**src/common/gfa_regs.vh**
```
`ifndef GFA_REGS_VH
`define GFA_REGS_VH
// Selector position encoding.
`define GFA_SEL_OFF       2'h0
`define GFA_SEL_RUN       2'h1
`define GFA_SEL_AUTO      2'h2
// Fault slot bit positions within the fault vector.
`define GFA_FLT_IDLE      0
`define GFA_FLT_ESTOP     1
`define GFA_FLT_OILW      2
`define GFA_FLT_OILS      3
`define GFA_FLT_CLTLOW    4
`define GFA_FLT_CLTHIW    5
`define GFA_FLT_CLTHIS    6
`define GFA_FLT_CUST0     7
`define GFA_NUM_FLT       11
// Displayed fault codes, ten bits wide.
`define GFA_CODE_IDLE     10'h065
`define GFA_CODE_ESTOP    10'h066
`define GFA_CODE_OILW     10'h0c8
`define GFA_CODE_OILS     10'h0c9
`define GFA_CODE_CLTLOW   10'h0d2
`define GFA_CODE_CLTHIW   10'h0d3
`define GFA_CODE_CLTHIS   10'h0d4
`define GFA_CODE_CUST0    10'h104
// Idle speed target in RPM.
`define GFA_IDLE_RPM      12'h320
// Display geometry.
`define GFA_DISP_LINES    2'h2
`define GFA_DISP_CHARS    5'h10
// Timing: debounce time in microseconds and lamp flash half period in milliseconds.
`define GFA_DEBOUNCE_US   10
`define GFA_FLASH_MS      500
`define GFA_CLK_MHZ       125
`define GFA_DEBOUNCE_CYC  (`GFA_DEBOUNCE_US * `GFA_CLK_MHZ)
`define GFA_FLASH_CYC     (`GFA_FLASH_MS * 1000 * `GFA_CLK_MHZ)
// Interrupt status register bits.
`define GFA_IRQ_WARN      0
`define GFA_IRQ_SHUT      1
`define GFA_IRQ_CLEAR     2
// Register offsets.
`define GFA_REG_CTRL      4'h0
`define GFA_REG_STATUS    4'h1
`define GFA_REG_LATCH     4'h2
`define GFA_REG_IRQSTAT   4'h3
`define GFA_REG_IRQMASK   4'h4
`define GFA_REG_CODE      4'h5
// Reset values.
`define GFA_CTRL_RST      4'h0
`define GFA_MASK_RST      3'h0
`endif

```
**src/core/gfa_annunciator.v**
```verilog
`include "gfa_regs.vh"
// How it works
// Non-automatic lamp flashes continuously while selector is in off.
// Warning lamp lights on any warning; its code goes to the display.
// Local reset press clears corrected warnings while the set keeps running.
// In auto, a remote reset cycle also clears corrected warnings.
// Shutdown lamp lights on any shutdown; shutdowns latch until valid reset.
// Local reset clears corrected shutdowns only with selector in off.
// In auto, remote start removed then remote reset cycle clears shutdowns.
// Emergency stop code 102 clears only by local reset, never remotely.
// Standby sleep is refused while any fault remains latched.
// Resets leave any fault whose condition is still present.
// Any shutdown stops the engine and closes the breaker trip contact.
// Display has two lines of sixteen characters, shared with menus.
// Low oil pressure gives warning 200, then shutdown 201.
// High coolant temperature gives warning 211, then shutdown 212.
// Low coolant temperature gives warning 210 only.
// Customer faults 260 to 263 each configurable as warning or shutdown.
// Idle input in run raises 101, inhibits build-up, governs to 800 RPM.
// Reset inputs are synchronised, debounced and act once per press cycle.
module gfa_annunciator #(
   parameter FLASH_CYC = `GFA_FLASH_CYC
) (
   input  wire        clk_sys,
   input  wire        reset_n,
   input  wire        clkEn,
   input  wire [1:0]  selPos,
   input  wire        resetSw,
   input  wire        remoteReset,
   input  wire        remoteStart,
   input  wire        estopIn,
   input  wire        idleIn,
   input  wire        oilLowWarn,
   input  wire        oilLowShut,
   input  wire        cltLowWarn,
   input  wire        cltHighWarn,
   input  wire        cltHighShut,
   input  wire [3:0]  custFault,
   input  wire        sleepReq,
   input  wire [3:0]  regAddr,
   input  wire [31:0] regWdata,
   input  wire        regWr,
   input  wire        regRd,
   output reg  [31:0] regRdata,
   output wire        irq,
   output reg         nonAutoLamp,
   output wire        warnLamp,
   output wire        shutLamp,
   output wire        engineStop,
   output wire        breakerTrip,
   output wire        commonAlarm,
   output wire        buildUpInhibit,
   output wire [11:0] govSpeedRpm,
   output wire        idleActive,
   output wire        sleepOk,
   output reg  [9:0]  dispCode,
   output reg         dispShutdown,
   output reg         dispValid,
   output wire [1:0]  dispLines,
   output wire [4:0]  dispChars
);
   localparam NF = `GFA_NUM_FLT;

   // Internal state, and the nets that join the slot latches to the lamps and the bus.
   reg               rstA_ff;
   reg               rstB_ff;
   wire              rstN = rstB_ff;
   reg  [3:0]        ctrl_ff;
   reg  [2:0]        irqMask_ff;
   reg  [2:0]        irqStat_ff;
   reg  [31:0]       flashCnt_ff;
   reg               startSeenOff_ff;
   reg               prevWarnAny_ff;
   reg               prevShutAny_ff;
   wire              locPress;
   wire              remPress;
   wire              remRelease;
   wire [NF-1:0]     cond;
   wire [NF-1:0]     isShut;
   wire [NF-1:0]     latched;
   wire [NF-1:0]     clearReq;
   wire              localWarnClr;
   wire              localShutClr;
   wire              remoteWarnClr;
   wire              remoteShutClr;
   wire              inRun;
   wire              inAuto;
   wire              inOff;
   wire              warnAny;
   wire              shutAny;
   wire              anyClear;
   wire [2:0]        irqEvents;
   wire              irqReadClr;
   reg  [9:0]        nxt_code;
   reg               nxt_isShut;
   reg               nxt_valid;
   integer           k;

   // Reset release goes through two flops so downstream sees a clean synchronous deassertion.
   // These two flops ignore the clock enable, so reset still lifts while the rest is frozen.
   always @(posedge clk_sys or negedge reset_n) begin
      if (!reset_n) begin
         rstA_ff <= 1'b0;
         rstB_ff <= 1'b0;
      end else begin
         rstA_ff <= 1'b1;
         rstB_ff <= rstA_ff;
      end
   end

   // Selector decode; the unused code 3 opens none of the three gates, so only the local warning clear stays live.
   assign inOff  = (selPos == `GFA_SEL_OFF);
   assign inRun  = (selPos == `GFA_SEL_RUN);
   assign inAuto = (selPos == `GFA_SEL_AUTO);

   // Both reset sources are filtered; only debounced edges are used, never the held level.
   // The local switch acts on its press edge, so the clear follows the push, not the let go.
   gfa_debounce u_debLocal (
      .clk          (clk_sys),
      .rstN         (rstN),
      .ce           (clkEn),
      .rawIn        (resetSw),
      .levelOut     (),
      .pressPulse   (locPress),
      .releasePulse ()
   );

   // The remote line acts on its release, so one cycle means assert and then let go.
   gfa_debounce u_debRemote (
      .clk          (clk_sys),
      .rstN         (rstN),
      .ce           (clkEn),
      .rawIn        (remoteReset),
      .levelOut     (),
      .pressPulse   (remPress),
      .releasePulse (remRelease)
   );

   // Remote reset counts as cycled on release, after an assertion seen while remote start was absent.
   // A remote start seen at any point of the cycle throws it away, so a running demand cannot be reset.
   always @(posedge clk_sys or negedge rstN) begin
      if (!rstN) begin
         startSeenOff_ff <= 1'b0;
      end else if (clkEn) begin
         if (remoteStart || !inAuto) begin
            startSeenOff_ff <= 1'b0;
         end else if (remPress) begin
            startSeenOff_ff <= 1'b1;
         end else if (remRelease) begin
            startSeenOff_ff <= 1'b0;
         end
      end
   end

   // Clear qualifiers per reset source; each latch still refuses while its condition holds.
   assign localWarnClr  = locPress;
   assign localShutClr  = locPress & inOff;
   assign remoteWarnClr = remRelease & inAuto;
   assign remoteShutClr = remRelease & inAuto & startSeenOff_ff & ~remoteStart;

   // Fault conditions by slot; idle only counts in run.
   // Customer inputs enter as a group; their class comes from the control register below.
   assign cond[`GFA_FLT_IDLE]   = idleIn & inRun;
   assign cond[`GFA_FLT_ESTOP]  = estopIn;
   assign cond[`GFA_FLT_OILW]   = oilLowWarn;
   assign cond[`GFA_FLT_OILS]   = oilLowShut;
   assign cond[`GFA_FLT_CLTLOW] = cltLowWarn;
   assign cond[`GFA_FLT_CLTHIW] = cltHighWarn;
   assign cond[`GFA_FLT_CLTHIS] = cltHighShut;
   assign cond[NF-1:`GFA_FLT_CUST0] = custFault;

   // Slot class; customer slots follow the control register.
   assign isShut[`GFA_FLT_IDLE]   = 1'b0;
   assign isShut[`GFA_FLT_ESTOP]  = 1'b1;
   assign isShut[`GFA_FLT_OILW]   = 1'b0;
   assign isShut[`GFA_FLT_OILS]   = 1'b1;
   assign isShut[`GFA_FLT_CLTLOW] = 1'b0;
   assign isShut[`GFA_FLT_CLTHIW] = 1'b0;
   assign isShut[`GFA_FLT_CLTHIS] = 1'b1;
   assign isShut[NF-1:`GFA_FLT_CUST0] = ctrl_ff;

   // One latch per fault; emergency stop ignores the remote path.
   genvar g;
   generate
      for (g = 0; g < NF; g = g + 1) begin : gSlot
         if (g == `GFA_FLT_ESTOP) begin : gEstop
            // Emergency stop never takes the remote clear, whatever its class says.
            assign clearReq[g] = localShutClr;
         end else begin : gNorm
            assign clearReq[g] = isShut[g] ? (localShutClr | remoteShutClr)
                                           : (localWarnClr | remoteWarnClr);
         end
         // The latch only sees a clear that its source and the selector already allow.
         gfa_fault_slot u_slot (
            .clk      (clk_sys),
            .rstN     (rstN),
            .ce       (clkEn),
            .cond     (cond[g]),
            .clearReq (clearReq[g]),
            .latched  (latched[g])
         );
      end
   endgenerate

   // Lamps and trip contacts follow the latches, so they hold until a valid reset.
   assign warnAny = |(latched & ~isShut);
   assign shutAny = |(latched & isShut);
   assign warnLamp    = warnAny;
   assign shutLamp    = shutAny;
   assign engineStop  = shutAny;
   assign breakerTrip = shutAny;
   assign commonAlarm = shutAny;
   // Standby is refused while any latch is set, warnings included.
   assign sleepOk     = sleepReq & ~(|latched);

   // Idle mode only holds while the input is present; it is not latched for control purposes.
   assign idleActive     = cond[`GFA_FLT_IDLE];
   assign buildUpInhibit = idleActive;
   assign govSpeedRpm    = idleActive ? `GFA_IDLE_RPM : 12'h000;

   // Display size is fixed; the menus upstream share the same two lines.
   assign dispLines = `GFA_DISP_LINES;
   assign dispChars = `GFA_DISP_CHARS;

   // Pick the message: lowest shutdown slot first, else lowest warning slot.
   // The loop walks down from the top slot, so the last hit, the lowest slot, is kept.
   always @* begin
      nxt_code   = 10'h000;
      nxt_isShut = 1'b0;
      nxt_valid  = 1'b0;
      for (k = NF - 1; k >= 0; k = k - 1) begin
         if (latched[k] && !isShut[k] && !shutAny) begin
            nxt_code  = slot_code(k);
            nxt_valid = 1'b1;
         end
         if (latched[k] && isShut[k]) begin
            nxt_code   = slot_code(k);
            nxt_isShut = 1'b1;
            nxt_valid  = 1'b1;
         end
      end
   end

   // Maps a slot number to its displayed code.
   function [9:0] slot_code;
      input integer s;
      integer       off;
      begin
         // Customer codes run on from the first customer slot, so only the low bits can differ.
         off = s - `GFA_FLT_CUST0;
         case (s)
            `GFA_FLT_IDLE:   slot_code = `GFA_CODE_IDLE;
            `GFA_FLT_ESTOP:  slot_code = `GFA_CODE_ESTOP;
            `GFA_FLT_OILW:   slot_code = `GFA_CODE_OILW;
            `GFA_FLT_OILS:   slot_code = `GFA_CODE_OILS;
            `GFA_FLT_CLTLOW: slot_code = `GFA_CODE_CLTLOW;
            `GFA_FLT_CLTHIW: slot_code = `GFA_CODE_CLTHIW;
            `GFA_FLT_CLTHIS: slot_code = `GFA_CODE_CLTHIS;
            default:         slot_code = `GFA_CODE_CUST0 + off[9:0];
         endcase
      end
   endfunction

   // Registered display outputs.
   always @(posedge clk_sys or negedge rstN) begin
      if (!rstN) begin
         dispCode     <= 10'h000;
         dispShutdown <= 1'b0;
         dispValid    <= 1'b0;
      end else if (clkEn) begin
         dispCode     <= nxt_code;
         dispShutdown <= nxt_isShut;
         dispValid    <= nxt_valid;
      end
   end

   // Flash timer; the lamp is forced off outside the off position so it never sticks lit.
   // Each half period is FLASH_CYC enabled cycles; frozen cycles do not count toward it.
   always @(posedge clk_sys or negedge rstN) begin
      if (!rstN) begin
         flashCnt_ff <= 32'h00000000;
         nonAutoLamp <= 1'b0;
      end else if (clkEn) begin
         if (!inOff) begin
            flashCnt_ff <= 32'h00000000;
            nonAutoLamp <= 1'b0;
         end else if (flashCnt_ff == FLASH_CYC - 1) begin
            flashCnt_ff <= 32'h00000000;
            nonAutoLamp <= ~nonAutoLamp;
         end else begin
            flashCnt_ff <= flashCnt_ff + 32'h00000001;
         end
      end
   end

   // Interrupt events: new warning, new shutdown, the warning or shutdown lamp going out. Set beats read-clear.
   assign anyClear = (prevWarnAny_ff & ~warnAny) | (prevShutAny_ff & ~shutAny);
   // Event bits are clear, new shutdown and new warning; a read clear loses to a new event.
   assign irqEvents  = {anyClear, shutAny & ~prevShutAny_ff, warnAny & ~prevWarnAny_ff};
   assign irqReadClr = regRd && (regAddr == `GFA_REG_IRQSTAT);
   assign irq = |(irqStat_ff & irqMask_ff);

   // Register writes, event capture and read data.
   always @(posedge clk_sys or negedge rstN) begin
      if (!rstN) begin
         ctrl_ff        <= `GFA_CTRL_RST;
         irqMask_ff     <= `GFA_MASK_RST;
         irqStat_ff     <= 3'h0;
         prevWarnAny_ff <= 1'b0;
         prevShutAny_ff <= 1'b0;
         regRdata       <= 32'h00000000;
      end else if (clkEn) begin
         prevWarnAny_ff <= warnAny;
         prevShutAny_ff <= shutAny;
         // Only the control and mask registers take writes; the rest ignore them.
         if (regWr) begin
            if (regAddr == `GFA_REG_CTRL) begin
               ctrl_ff <= regWdata[3:0];
            end else if (regAddr == `GFA_REG_IRQMASK) begin
               irqMask_ff <= regWdata[2:0];
            end
         end
         irqStat_ff <= (irqReadClr ? 3'h0 : irqStat_ff) | irqEvents;
         // Read data stand for one cycle only and fall back to zero after it.
         regRdata <= 32'h00000000;
         if (regRd) begin
            if (regAddr == `GFA_REG_CTRL) begin
               regRdata <= {28'h0000000, ctrl_ff};
            end else if (regAddr == `GFA_REG_STATUS) begin
               regRdata <= {25'h0000000, selPos, sleepOk, idleActive, nonAutoLamp, shutAny, warnAny};
            end else if (regAddr == `GFA_REG_LATCH) begin
               regRdata <= {21'h000000, latched};
            end else if (regAddr == `GFA_REG_IRQSTAT) begin
               regRdata <= {29'h00000000, irqStat_ff};
            end else if (regAddr == `GFA_REG_IRQMASK) begin
               regRdata <= {29'h00000000, irqMask_ff};
            end else if (regAddr == `GFA_REG_CODE) begin
               regRdata <= {21'h000000, dispValid, dispCode};
            end else begin
               regRdata <= 32'h00000000;
            end
         end
      end
   end
endmodule

```
**src/core/gfa_debounce.v**
```verilog
`include "gfa_regs.vh"
// Synchronises and debounces one input; pulses on press and on release edges.
module gfa_debounce #(
   parameter CNT_W = 11,
   parameter [CNT_W-1:0] DEB_CYC = `GFA_DEBOUNCE_CYC
) (
   input  wire clk,
   input  wire rstN,
   input  wire ce,
   input  wire rawIn,
   output reg  levelOut,
   output reg  pressPulse,
   output reg  releasePulse
);
   reg             syncA_ff;
   reg             syncB_ff;
   reg [CNT_W-1:0] cnt_ff;

   // Two-stage synchroniser then a stability counter, so contact bounce cannot make many pulses.
   always @(posedge clk or negedge rstN) begin
      if (!rstN) begin
         syncA_ff     <= 1'b0;
         syncB_ff     <= 1'b0;
         cnt_ff       <= {CNT_W{1'b0}};
         levelOut     <= 1'b0;
         pressPulse   <= 1'b0;
         releasePulse <= 1'b0;
      end else if (ce) begin
         syncA_ff     <= rawIn;
         syncB_ff     <= syncA_ff;
         pressPulse   <= 1'b0;
         releasePulse <= 1'b0;
         if (syncB_ff == levelOut) begin
            cnt_ff <= {CNT_W{1'b0}};
         end else if (cnt_ff == DEB_CYC - 1'b1) begin
            cnt_ff       <= {CNT_W{1'b0}};
            levelOut     <= syncB_ff;
            pressPulse   <= syncB_ff;
            releasePulse <= ~syncB_ff;
         end else begin
            cnt_ff <= cnt_ff + 1'b1;
         end
      end
   end
endmodule

```
**src/core/gfa_fault_slot.v**
```verilog
`include "gfa_regs.vh"
// One fault latch: set by its condition, cleared only by a qualified reset once corrected.
module gfa_fault_slot (
   input  wire clk,
   input  wire rstN,
   input  wire ce,
   input  wire cond,
   input  wire clearReq,
   output reg  latched
);
   // A present condition always wins over a clear, so uncorrected faults survive reset requests.
   always @(posedge clk or negedge rstN) begin
      if (!rstN) begin
         latched <= 1'b0;
      end else if (ce) begin
         if (cond) begin
            latched <= 1'b1;
         end else if (clearReq) begin
            latched <= 1'b0;
         end
      end
   end
endmodule

```
**config.mk**
```make
export PLATFORM = sky130hd
export DESIGN_NAME = gfa_annunciator
export DESIGN_NICKNAME = d
export VERILOG_FILES = /design/src/core/gfa_annunciator.v /design/src/core/gfa_debounce.v /design/src/core/gfa_fault_slot.v
export VERILOG_INCLUDE_DIRS = /design/src /design/src/common
export SDC_FILE = /design/constraint.sdc
export NUM_CORES = 1
export LEC_CHECK = 0
export BUFFER_PORTS_ARGS = -buffer_cell sky130_fd_sc_hd__buf_2
export CAP_MARGIN = 25
export CORE_MARGIN = 2
export CORE_UTILIZATION = 50
export CTS_CLUSTER_DIAMETER = 60
export DETAILED_ROUTE_END_ITERATION = 16
export GPL_TIMING_DRIVEN = 0
export PLACE_DENSITY = 0.77
export RECOVER_POWER = 100
export SLEW_MARGIN = 20
export SYNTH_ARGS = -nofsm -noshare
export SYNTH_HDL_FRONTEND = slang
export SYNTH_SLANG_ARGS = --single-unit
export TNS_END_PERCENT = 1
```
**constraint.sdc**
```tcl
create_clock -name clk_sys -period 3.05 [get_ports clk_sys]
set_input_delay 0.305 -clock clk_sys [delete_from_list [all_inputs] [get_ports clk_sys]]
set_output_delay 0.305 -clock clk_sys [all_outputs]
set_load 0.05 [all_outputs]
```
# Yosys cells after proc, flatten, opt, wreduce, memory -nomap -nowiden
# Cells that the tools add are included.
[word_totals] register_bits=134 latchBits=0 ramBits=0 mem_bits_ro=0 input_bits=58 out_inout_bits=73 elab_cells=225 memories=0
[classes] addsub=3 multipliers=0 div_mod_pow=0 order_cmp=0 eq_ne=13 n_shift=0 n_mux=85 n_bitwise=29 n_reduce_logical=59
[ops] operator="$mux 32" n=8
[ops] operator="$mux 10" n=15
[ops] operator="$mux 1" n=55
[ops] operator="$mux 11" n=5
[ops] operator="$reduce_or 11->1" n=3
[ops] operator="$add 32x1->32 const B" n=1
[ops] operator="$eq 32x26->1 const B" n=1
[ops] operator="$reduce_and 2->1" n=13
[ops] operator="$add 11x1->11 const B" n=2
[ops] operator="$and 11x11->11" n=2
[ops] operator="$eq 11x11->1 const B" n=2
[ops] operator="$reduce_bool 2->1" n=11
[ops] operator="$logic_and 1x1->1" n=17
[ops] operator="$not 1->1" n=11
[ops] operator="$not 11->11" n=1
[ops] operator="$and 1x1->1" n=10
[ops] operator="$mux 9" n=1
[ops] operator="$reduce_and 3->1" n=3
[ops] operator="$eq 4x2->1 const B" n=2
[ops] operator="$eq 4x3->1 const B" n=2
[ops] operator="$logic_not 1->1" n=6
[ops] operator="$eq 4x1->1 const B" n=1
[ops] operator="$logic_not 4->1" n=1
[ops] operator="$reduce_and 4->1" n=1
[ops] operator="12 further kinds" n=15

# Logic depth before layout (Yosys ltp)
# Gate-level depths: netlist (run 1).
[depth] ltp_word=19 mapped_depth=9 depth_no_buf=7

# Hierarchy
# From an unflattened synthesis (run 1), not the netlist that was laid out.
[unflattened] cells_unflattened=678 area_unflattened_um2=6408.6
[modules_own_cells] module="gfa_annunciator" n_inst=1 cells_per_inst=469 area_each_um2=4221.5 seq_area_each_um2=1751.7
[modules_own_cells] module="gfa_debounce" n_inst=2 cells_per_inst=88 area_each_um2=887.1 seq_area_each_um2=400.4
[modules_own_cells] module="gfa_fault_slot" n_inst=11 cells_per_inst=3 area_each_um2=37.5 seq_area_each_um2=25.0

# Worst setup path before layout (run 1)
# OpenSTA, ideal clock, no wires.
[synth_path] kind="register -> register" from="reg gSlot[6].u_slot.latched" to="reg dispValid" setup_ns=0.126 arrival_ns=2.039 t_required_ns=2.924 setup_slack_ns=0.885 stages_incl_launch_ff=9 path_buffers=2 synth_period_minus_slack_ns=2.165 cell_sequence="dfrtp_1 clkbuf_1 nor3_1 and3_1 buf_2 inv_4 nor2_1 or4_1 o32a_1"
[synth_between] elab_chain_cells=19 elab_cells_between_ends=26 classes_between="15 x mux; 1 x bitwise; 10 x reduce/logical"
[synth_rtl] item="from (decl)" line="gfa_fault_slot.v:9" text="output reg latched"
[synth_rtl] item="from (signal assigned)" line="gfa_fault_slot.v:14" text="latched <= 1'b0;"
[synth_rtl] item="from (signal assigned)" line="gfa_fault_slot.v:17" text="latched <= 1'b1;"
[synth_rtl] item="from (signal assigned)" line="gfa_fault_slot.v:19" text="latched <= 1'b0;"
[synth_rtl] item="$and 11x11->11 (*)" line="gfa_annunciator.v:207" text="assign shutAny = |(latched & isShut);"
[synth_rtl] item="$reduce_or 11->1 (*)" line="gfa_annunciator.v:207"
[synth_rtl] item="named net breakerTrip" line="gfa_annunciator.v:50" text="output wire breakerTrip,"
[synth_rtl] item="$logic_not 1->1 (*)" line="gfa_annunciator.v:232" text="if (latched[k] && !isShut[k] && !shutAny) begin"
[synth_rtl] item="$logic_and 1x1->1" line="gfa_annunciator.v:232"
[synth_rtl] item="$mux 1" line="gfa_annunciator.v:232"
[synth_rtl] item="$mux 1" line="gfa_annunciator.v:236" text="if (latched[k] && isShut[k]) begin"
[synth_rtl] item="$mux 1" line="gfa_annunciator.v:232"
[synth_rtl] item="[2 not listed]"
[synth_rtl] item="$mux 1" line="gfa_annunciator.v:236"
[synth_rtl] item="$mux 1" line="gfa_annunciator.v:232"
[synth_rtl] item="$mux 1 (2 in a row)" line="gfa_annunciator.v:236"
[synth_rtl] item="$mux 1 (2 in a row)" line="gfa_annunciator.v:232"
[synth_rtl] item="$mux 1" line="gfa_annunciator.v:236"
[synth_rtl] item="$mux 1" line="gfa_annunciator.v:232"
[synth_rtl] item="$mux 1" line="gfa_annunciator.v:236"
[synth_rtl] item="$mux 1 (*)" line="gfa_annunciator.v:232"
[synth_rtl] item="to (signal assigned)" line="gfa_annunciator.v:273" text="dispValid <= nxt_valid;"
[synth_rtl] item="to (decl)" line="gfa_annunciator.v:58" text="output reg dispValid,"
# Mark *: on every way through the listed nets, which the timed path passes. The rest lies on a longest branch.
# A chain may end at the register's enable or synchronous reset.

# Final worst setup path (run 1)
[layout_path] from="reg u_debLocal.cnt_ff[3]" to="reg u_debLocal.cnt_ff[6]"
[layout_between] elab_chain_cells=3 elab_cells_between_ends=4 classes_between="1 x add/sub; 1 x eq/ne; 2 x mux"
[layout_rtl] item="from (decl)" line="gfa_debounce.v:17" text="reg [CNT_W-1:0] cnt_ff;"
[layout_rtl] item="from (signal assigned)" line="gfa_debounce.v:24" text="cnt_ff <= {CNT_W{1'b0}};"
[layout_rtl] item="from (signal assigned)" line="gfa_debounce.v:34" text="cnt_ff <= {CNT_W{1'b0}};"
[layout_rtl] item="from (signal assigned)" line="gfa_debounce.v:36" text="cnt_ff <= {CNT_W{1'b0}};"
[layout_rtl] item="$add 11x1->11 or $eq 11x11->1 (tied branches)" line="gfa_debounce.v:41, gfa_debounce.v:35"
[layout_rtl] item="$mux 11 (*)" line="gfa_debounce.v:35" text="end else if (cnt_ff == DEB_CYC - 1'b1) begin"
[layout_rtl] item="$mux 11 (*)" line="gfa_debounce.v:33" text="if (syncB_ff == levelOut) begin"
# Every way passes the cells marked *; elsewhere a longest branch is shown, timed or not.

==> results of run 1 <==
[worst max-delay path, stage by stage (launching register included)]
cell,delay (ns)
dfrtp_1,0.42
or4b_2,0.72
o311ai_1,0.84
buf_2,0.36
o21ai_0,0.13
nand2_1,0.11
o41ai_1,0.08
[path summary, 6_finish.rpt]
path,endpoint,slack [ns]
worst min register to register,u_debRemote.cnt_ff[5],0.25
max in group asynchronous,flashCnt_ff[21],1.17
worst min-delay path,u_debLocal.syncA_ff,0.18
worst max-delay path,u_debLocal.cnt_ff[6],0.28
worst max register to register,u_debLocal.cnt_ff[6],0.28
min in group asynchronous,u_debRemote.cnt_ff[5],0.25
[area by class of cell]
type                       count  area [um2]
timing repair buffer          66         293
multi-input combinational    460        2880
inverter                      34         130
fill                        1048        4980
clock inverter                 6        45.0
buffer                        76         458
sequential                   112        2800
tap                          147         184
clock buffer                  10         239
[cells in the final DEF, fill, tap and decap left out, types with 5 or more instances in the layout]
master	n
a21oi_1	14
a22o_1	14
a22oi_1	8
and3_1	12
and4_1	7
buf_2	28
buf_4	45
clkbuf_1	61
clkbuf_16	9
clkbuf_2	6
conb_1	39
dfrtp_1	112
ha_1	5
inv_1	32
mux2_2	14
mux2i_1	5
nand2_1	43
nand2b_1	7
nand3_1	22
nand4_1	13
nor2_1	51
nor3_1	27
nor4_1	12
o211ai_1	5
o21ai_0	33
o22ai_1	7
o2bb2ai_1	15
o31ai_1	6
xnor2_1	28
xor2_1	5
[sequential cells by signal (all words and copies together) (netlist names), 3 cells and up]
signal	cells
flashCnt_ff	32
gSlot.u_slot.latched	11
regRdata	11
u_debLocal.cnt_ff	11
u_debRemote.cnt_ff	11
dispCode	9
ctrl_ff	4
irqMask_ff	3
irqStat_ff	3
[per-stage QoR]
| stage | worst slack (ns) | instances |
|---|---|---|
| final | 0.281 | 911 |
| after floorplan | 0.885 | 682 |
| after detailed placement | 0.638 | 894 |
| after CTS | 0.329 | 911 |
| after global placement | 0.532 | 892 |
| after global routing | 0.152 | 911 |
[cell usage after synthesis (all sizes together), types with 8 or more instances]
cell type	count	area share (%)
inv	33	2.1
buf	53	6.2
and3	12	1.2
clkbuf	23	1.4
a21oi	15	1.4
a22oi	8	0.98
a22o	14	2.0
nor3	27	2.2
nand2	43	2.6
xnor2	28	4.0
nand3	22	1.8
o21ai	33	2.7
o2bb2ai	15	2.1
nand4	13	1.3
nor4	12	1.2
dfrtp	112	46
nor2	51	3.1
mux2	15	2.8
[routing by layer]
| metal | vias up | track usage [%] | part of all wire, % |
|---|---|---|---|
| li1 | 2465 | - | - |
| met1 | 2566 | 33.8 | 44 |
| met2 | 224 | 36.4 | 46 |
| met3 | 20 | 4.27 | 7.9 |
| met4 | 0 | 8.35 | 1.9 |
| met5 | - | 0 | 0 |
[logic make-up (layout without fill, tap and decap cells)]
group                    count (synthesis)  count (layout)
AND/OR/NAND/NOR                        226             226
multiplexers                            20              20
flip-flops                             112             112
buffers and inverters                  110             192
adder cells (fa/ha/maj)                  5               5
XOR/XNOR                                33              33
other                                    2              39
AO/OA/AOI/OAI                          137             137
[report_power, final]
| part | total [uW] | leakage (uW) | switching (uW) | internal [uW] |
|---|---|---|---|---|
| combinational | 567 | 0.00148 | 388 | 179 |
| sequential | 1660 | 0.00143 | 100 | 1560 |
| clock | 1130 | 0.000131 | 550 | 578 |
| total | 3350 | 0.00304 | 1040 | 2310 |
==> results.json, run 1 <==
{
  "status": "finished, final reports clean",
  "die_y_um": 115,
  "finalWeightedCongestion": 0.920,
  "hp-start": "resetSw",
  "cp-end-kind": "flop",
  "dr.pass1.iters": 5,
  "synth_xor_area_share_pct": 4.70,
  "initial_utilization_pct": 51.2,
  "nNetsFinal": 822,
  "clk_pin_slew_ns": 0.07,
  "finish.utilization_pct": 58.5,
  "clock-sinks": 112,
  "grt_pass1_wl_um": 24500,
  "die_x_um": 115,
  "syn_to_final_growth_pct": 14.2,
  "diodes": 0,
  "hold_viol_final": 0,
  "r2r_start": "u_debLocal.cnt_ff[3]",
  "drc": 0,
  "insertion_delay_ns": 0.36,
  "synth-compound-area-share_pct": 16.1,
  "detail-route-antenna-nets": 0,
  "arrival_ns": 3.00,
  "htreeDepth": 3,
  "die_area_um2": 13200,
  "synth.distinct_cells": 65,
  "synth_edf_count": 0,
  "cts_setup_buffers": 0,
  "antenna_found_initial": 0,
  "port_buffers": 63,
  "cts_max_path_buffers": 2,
  "dr_total_vias": 5275,
  "ys_async_sr_fraction_pct": 100,
  "power_density_nw_per_um2": 477,
  "synth_cells": 645,
  "synth_seq_area_share_pct": 45.5,
  "whs_ns": 0.176,
  "drive_above_1_share_pct": 15.3,
  "place_area_um2": 6850,
  "crit_type": "reg2reg",
  "cts_tree": "yes",
  "synth_area_per_cell_um2": 9.54,
  "worstRegToRegCells": 6,
  "total_power_uw": 3350,
  "yosys_warnings": 0,
  "grt.overflow.total": 0,
  "synth_top_family_by_area": "simple AND/OR/NAND/NOR gates",
  "tns_ns": 0,
  "synthFlopType": "dfrtp_1",
  "cap_violations": 0,
  "cts_resized": 0,
  "viasPerCell": 5.79,
  "cts_root_buffer": "clkbuf_16",
  "num_io_pins": 131,
  "postLayoutCellArea_um2": 7030,
  "drv_slew": 0,
  "min_path_cells": 2,
  "synth_mux_area_share_pct": 3.62,
  "min-delay-path-class": "in2reg",
  "rows": 40,
  "synth_area_um2": 6150,
  "vdd_drop_max_v": 0.000287,
  "slew_headroom_pct": 16.3,
  "yosys.area_share.adder_pct": 1.02,
  "period_minus_slack_ns": 2.77,
  "rsz0062_at_grt": "false",
  "finalSetupViolations": 0,
  "ctsHoldBuffers": 1,
  "routed_wl_um": 15100,
  "p_leak_uw": 0.00304,
  "final.setup_skew_ns": 0.00607,
  "grt_pass1_vias": 4841,
  "routedWlPerCell_um": 16.6,
  "dp_hpwl_um": 11000,
  "grt_max_degree": 53,
  "yosys.area_share.simple_pct": 19.2,
  "crit_required_ns": 3.29,
  "crit_fanout": 10,
  "worstMarginPinSlew_ns": 1.26,
  "core-area_um2": 12000,
  "fmax_mhz": 361,
  "cts-buffers-inserted": 9,
  "period_share_pct": 90.8,
  "drt_first_iter_violations": 487,
  "crit_start": "u_debLocal.cnt_ff[3]",
  "grt_usage_pct": 23.6,
  "ys_seq_elements": 112,
  "cp-start-kind": "flop"
}
Note: power is estimated with default switching activity, not from simulation.
==> inputs of run 2 (changes only) <==
--- a/config.mk
+++ b/config.mk
@@ -15,7 +15,7 @@
 export GPL_TIMING_DRIVEN = 0
 export PLACE_DENSITY = 0.77
 export RECOVER_POWER = 100
-export SLEW_MARGIN = 20
+export SLEW_MARGIN = 10
 export SYNTH_ARGS = -nofsm -noshare
 export SYNTH_HDL_FRONTEND = slang
 export SYNTH_SLANG_ARGS = --single-unit
==> constraint.sdc (replaced) <==
create_clock -name clk_sys -period 2.3 [get_ports clk_sys]
set_input_delay 0.23 -clock clk_sys [delete_from_list [all_inputs] [get_ports clk_sys]]
set_output_delay 0.23 -clock clk_sys [all_outputs]
set_load 0.05 [all_outputs]
==> run 2 against run 1 <==
Effect of this change:
- clock skew is 0.00061 ns higher
- worst setup slack worse by 0.27 ns
- worst hold slack worse by 0.069 ns
- highest routed layer unchanged
- die area stayed put
==> results.json, run 2 (same netlist as run 1, synthesis figures left out) <==
{
  "crit_fanout": 8,
  "drc": 0,
  "viasPerCell": 5.78,
  "whs_ns": 0.107,
  "num_io_pins": 131,
  "hold_viol_final": 0,
  "arrival_ns": 2.53,
  "min-delay-path-class": "in2reg",
  "top_register": "flashCnt_ff",
  "htreeDepth": 3,
  "routedWlPerCell_um": 16.9,
  "fmax_mhz": 437,
  "final.setup_skew_ns": 0.00668,
  "dp_hpwl_um": 11000,
  "finalWeightedCongestion": 0.920,
  "rows": 40,
  "cap_violations": 0,
  "die_area_um2": 13200,
  "fillCellCount": 1033,
  "path_delay_family": "simple AND/OR/NAND/NOR gates",
  "seqCellArea_um2": 2810,
  "p_leak_uw": 0.00315,
  "slowest_stage": "or4_1",
  "period_share_pct": 99.4,
  "initial_utilization_pct": 51.2,
  "cts_root_buffer": "clkbuf_16",
  "cp-start-kind": "flop",
  "largest_register_ffs": 32,
  "dr_total_vias": 5290,
  "drt_first_iter_violations": 462,
  "grt_usage_pct": 24.2,
  "finish.utilization_pct": 60.5,
  "worstMarginPinSlew_ns": 1.05,
  "grt_pass1_wl_um": 25100,
  "cp-end-kind": "flop",
  "period_minus_slack_ns": 2.29,
  "max_stage_delay_ns": 0.53,
  "nNetsFinal": 827,
  "critPathBufInv": 1,
  "clk_pin_slew_ns": 0.07,
  "final_common_cell": "dfrtp_1",
  "diodes": 0,
  "most-common-layout-cells": "108 x dfrtp_1, 52 x clkbuf_1, 52 x buf_4",
  "grt_pass1_vias": 4875,
  "place_area_um2": 6820,
  "die_y_um": 115,
  "finalSetupViolations": 0,
  "port_buffers": 63,
  "slew_headroom_pct": 30.1,
  "crit_type": "reg2reg",
  "die_x_um": 115,
  "detail-route-antenna-nets": 0,
  "grt.overflow.total": 0,
  "status": "finished, final reports clean",
  "total_power_uw": 4680,
  "cts_max_path_buffers": 2,
  "routed_wl_um": 15400,
  "cts-buffers-inserted": 9,
  "syn_to_final_growth_pct": 18.2,
  "dr.pass1.iters": 5,
  "clock-sinks": 112,
  "postLayoutCellArea_um2": 7270,
  "grt_max_degree": 66,
  "drive_above_1_share_pct": 19.3,
  "drv_slew": 0,
  "rsz0062_at_grt": "true",
  "crit_required_ns": 2.54,
  "insertion_delay_ns": 0.35,
  "worstPathCellList": "or4_1 > or4_4 > buf_8 > a21oi_4 > mux2_4",
  "cts_tree": "yes",
  "antenna_found_initial": 0,
  "core-area_um2": 12000,
  "power_density_nw_per_um2": 643,
  "vdd_drop_max_v": 0.000312,
  "multi_input_area_um2": 2980
}
==> run 2: changes by cell type in the layout (fill, tap and decap cells not counted), moves of 4 or more <==
cell and change:
clkbuf_1 -9, buf_4 +7, buf_2 +5, nor4_1 -5, nor4_2 +5, clkbuf_2 -4, dfrtp_1 -4, dfrtp_2 +4
==> run 2: final cells by class <==
type | count | share of cell area, %
plain buffers | 76 | 6.81
clock buffers | 10 | 3.29
clock inverters | 5 | 1.12
inverters | 34 | 1.79
multi-input cells | 460 | 40.9
flip-flops and latches | 112 | 38.6
well taps | 147 | 2.53
repair buffers | 71 | 4.94
==> run 2: routing by layer <==
metal  part of all wire [%]  vias up  global-route usage, %  routed length, um
met5                      0        -                      0                  0
met4                    1.7        0                   8.03                267
met3                    7.9       21                   4.32               1220
met2                     47      227                   37.8               7230
met1                     44     2564                   34.4               6730
li1                       -     2478                      -                  -
==> run 2: worst paths after layout <==
check | startpoint | end | slack (ns) | depth (start not counted)
max | flashCnt_ff[27] | nonAutoLamp | 0.01 | 5
min | resetSw | u_debLocal.syncA_ff | 0.11 | 2
max reg2reg | flashCnt_ff[27] | nonAutoLamp | 0.01 | 5
min reg2reg | rstA_ff | rstB_ff | 0.36 | 0
max in group asynchronous | rstB_ff | flashCnt_ff[26] | 1.01 | 1
min in group asynchronous | reset_n | rstA_ff | 0.20 | 2
==> run 2: timing repair <==
action | CTS | global route
hold endpoints to repair | 2 | 0
hold buffers | 1 | 0
gates resized for setup | 12 | 18
buffers inserted | 0 | 6
pin swaps | 3 | 6
setup endpoints to repair | 23 | 33
==> run 2: worst reg2reg max path, cell delays in order (launching register included) <==
cell and delay (ns):
dfrtp_1 0.43, or4_1 0.53, or4_4 0.44, buf_8 0.15, a21oi_4 0.29, mux2_4 0.33
==> run 2: report_power, final <==
part	total [uW]	internal, uW	leakage, uW	switching, uW
logic	771	261	0.00157	510
registers	2220	2070	0.00143	149
clock network	1690	979	0.000155	710
total	4680	3310	0.00315	1370
==> run 2: stage by stage <==
stage | TNS, ns | cells | setup WS (ns)
after floorplan | 0 | 682 | 0.135
after global placement | -23.44 | 892 | -0.218
after detailed placement | -0.699 | 893 | -0.0925
after CTS | 0 | 909 | 0.000942
after global routing | -0.190 | 915 | -0.0644
final | 0 | 915 | 0.0127
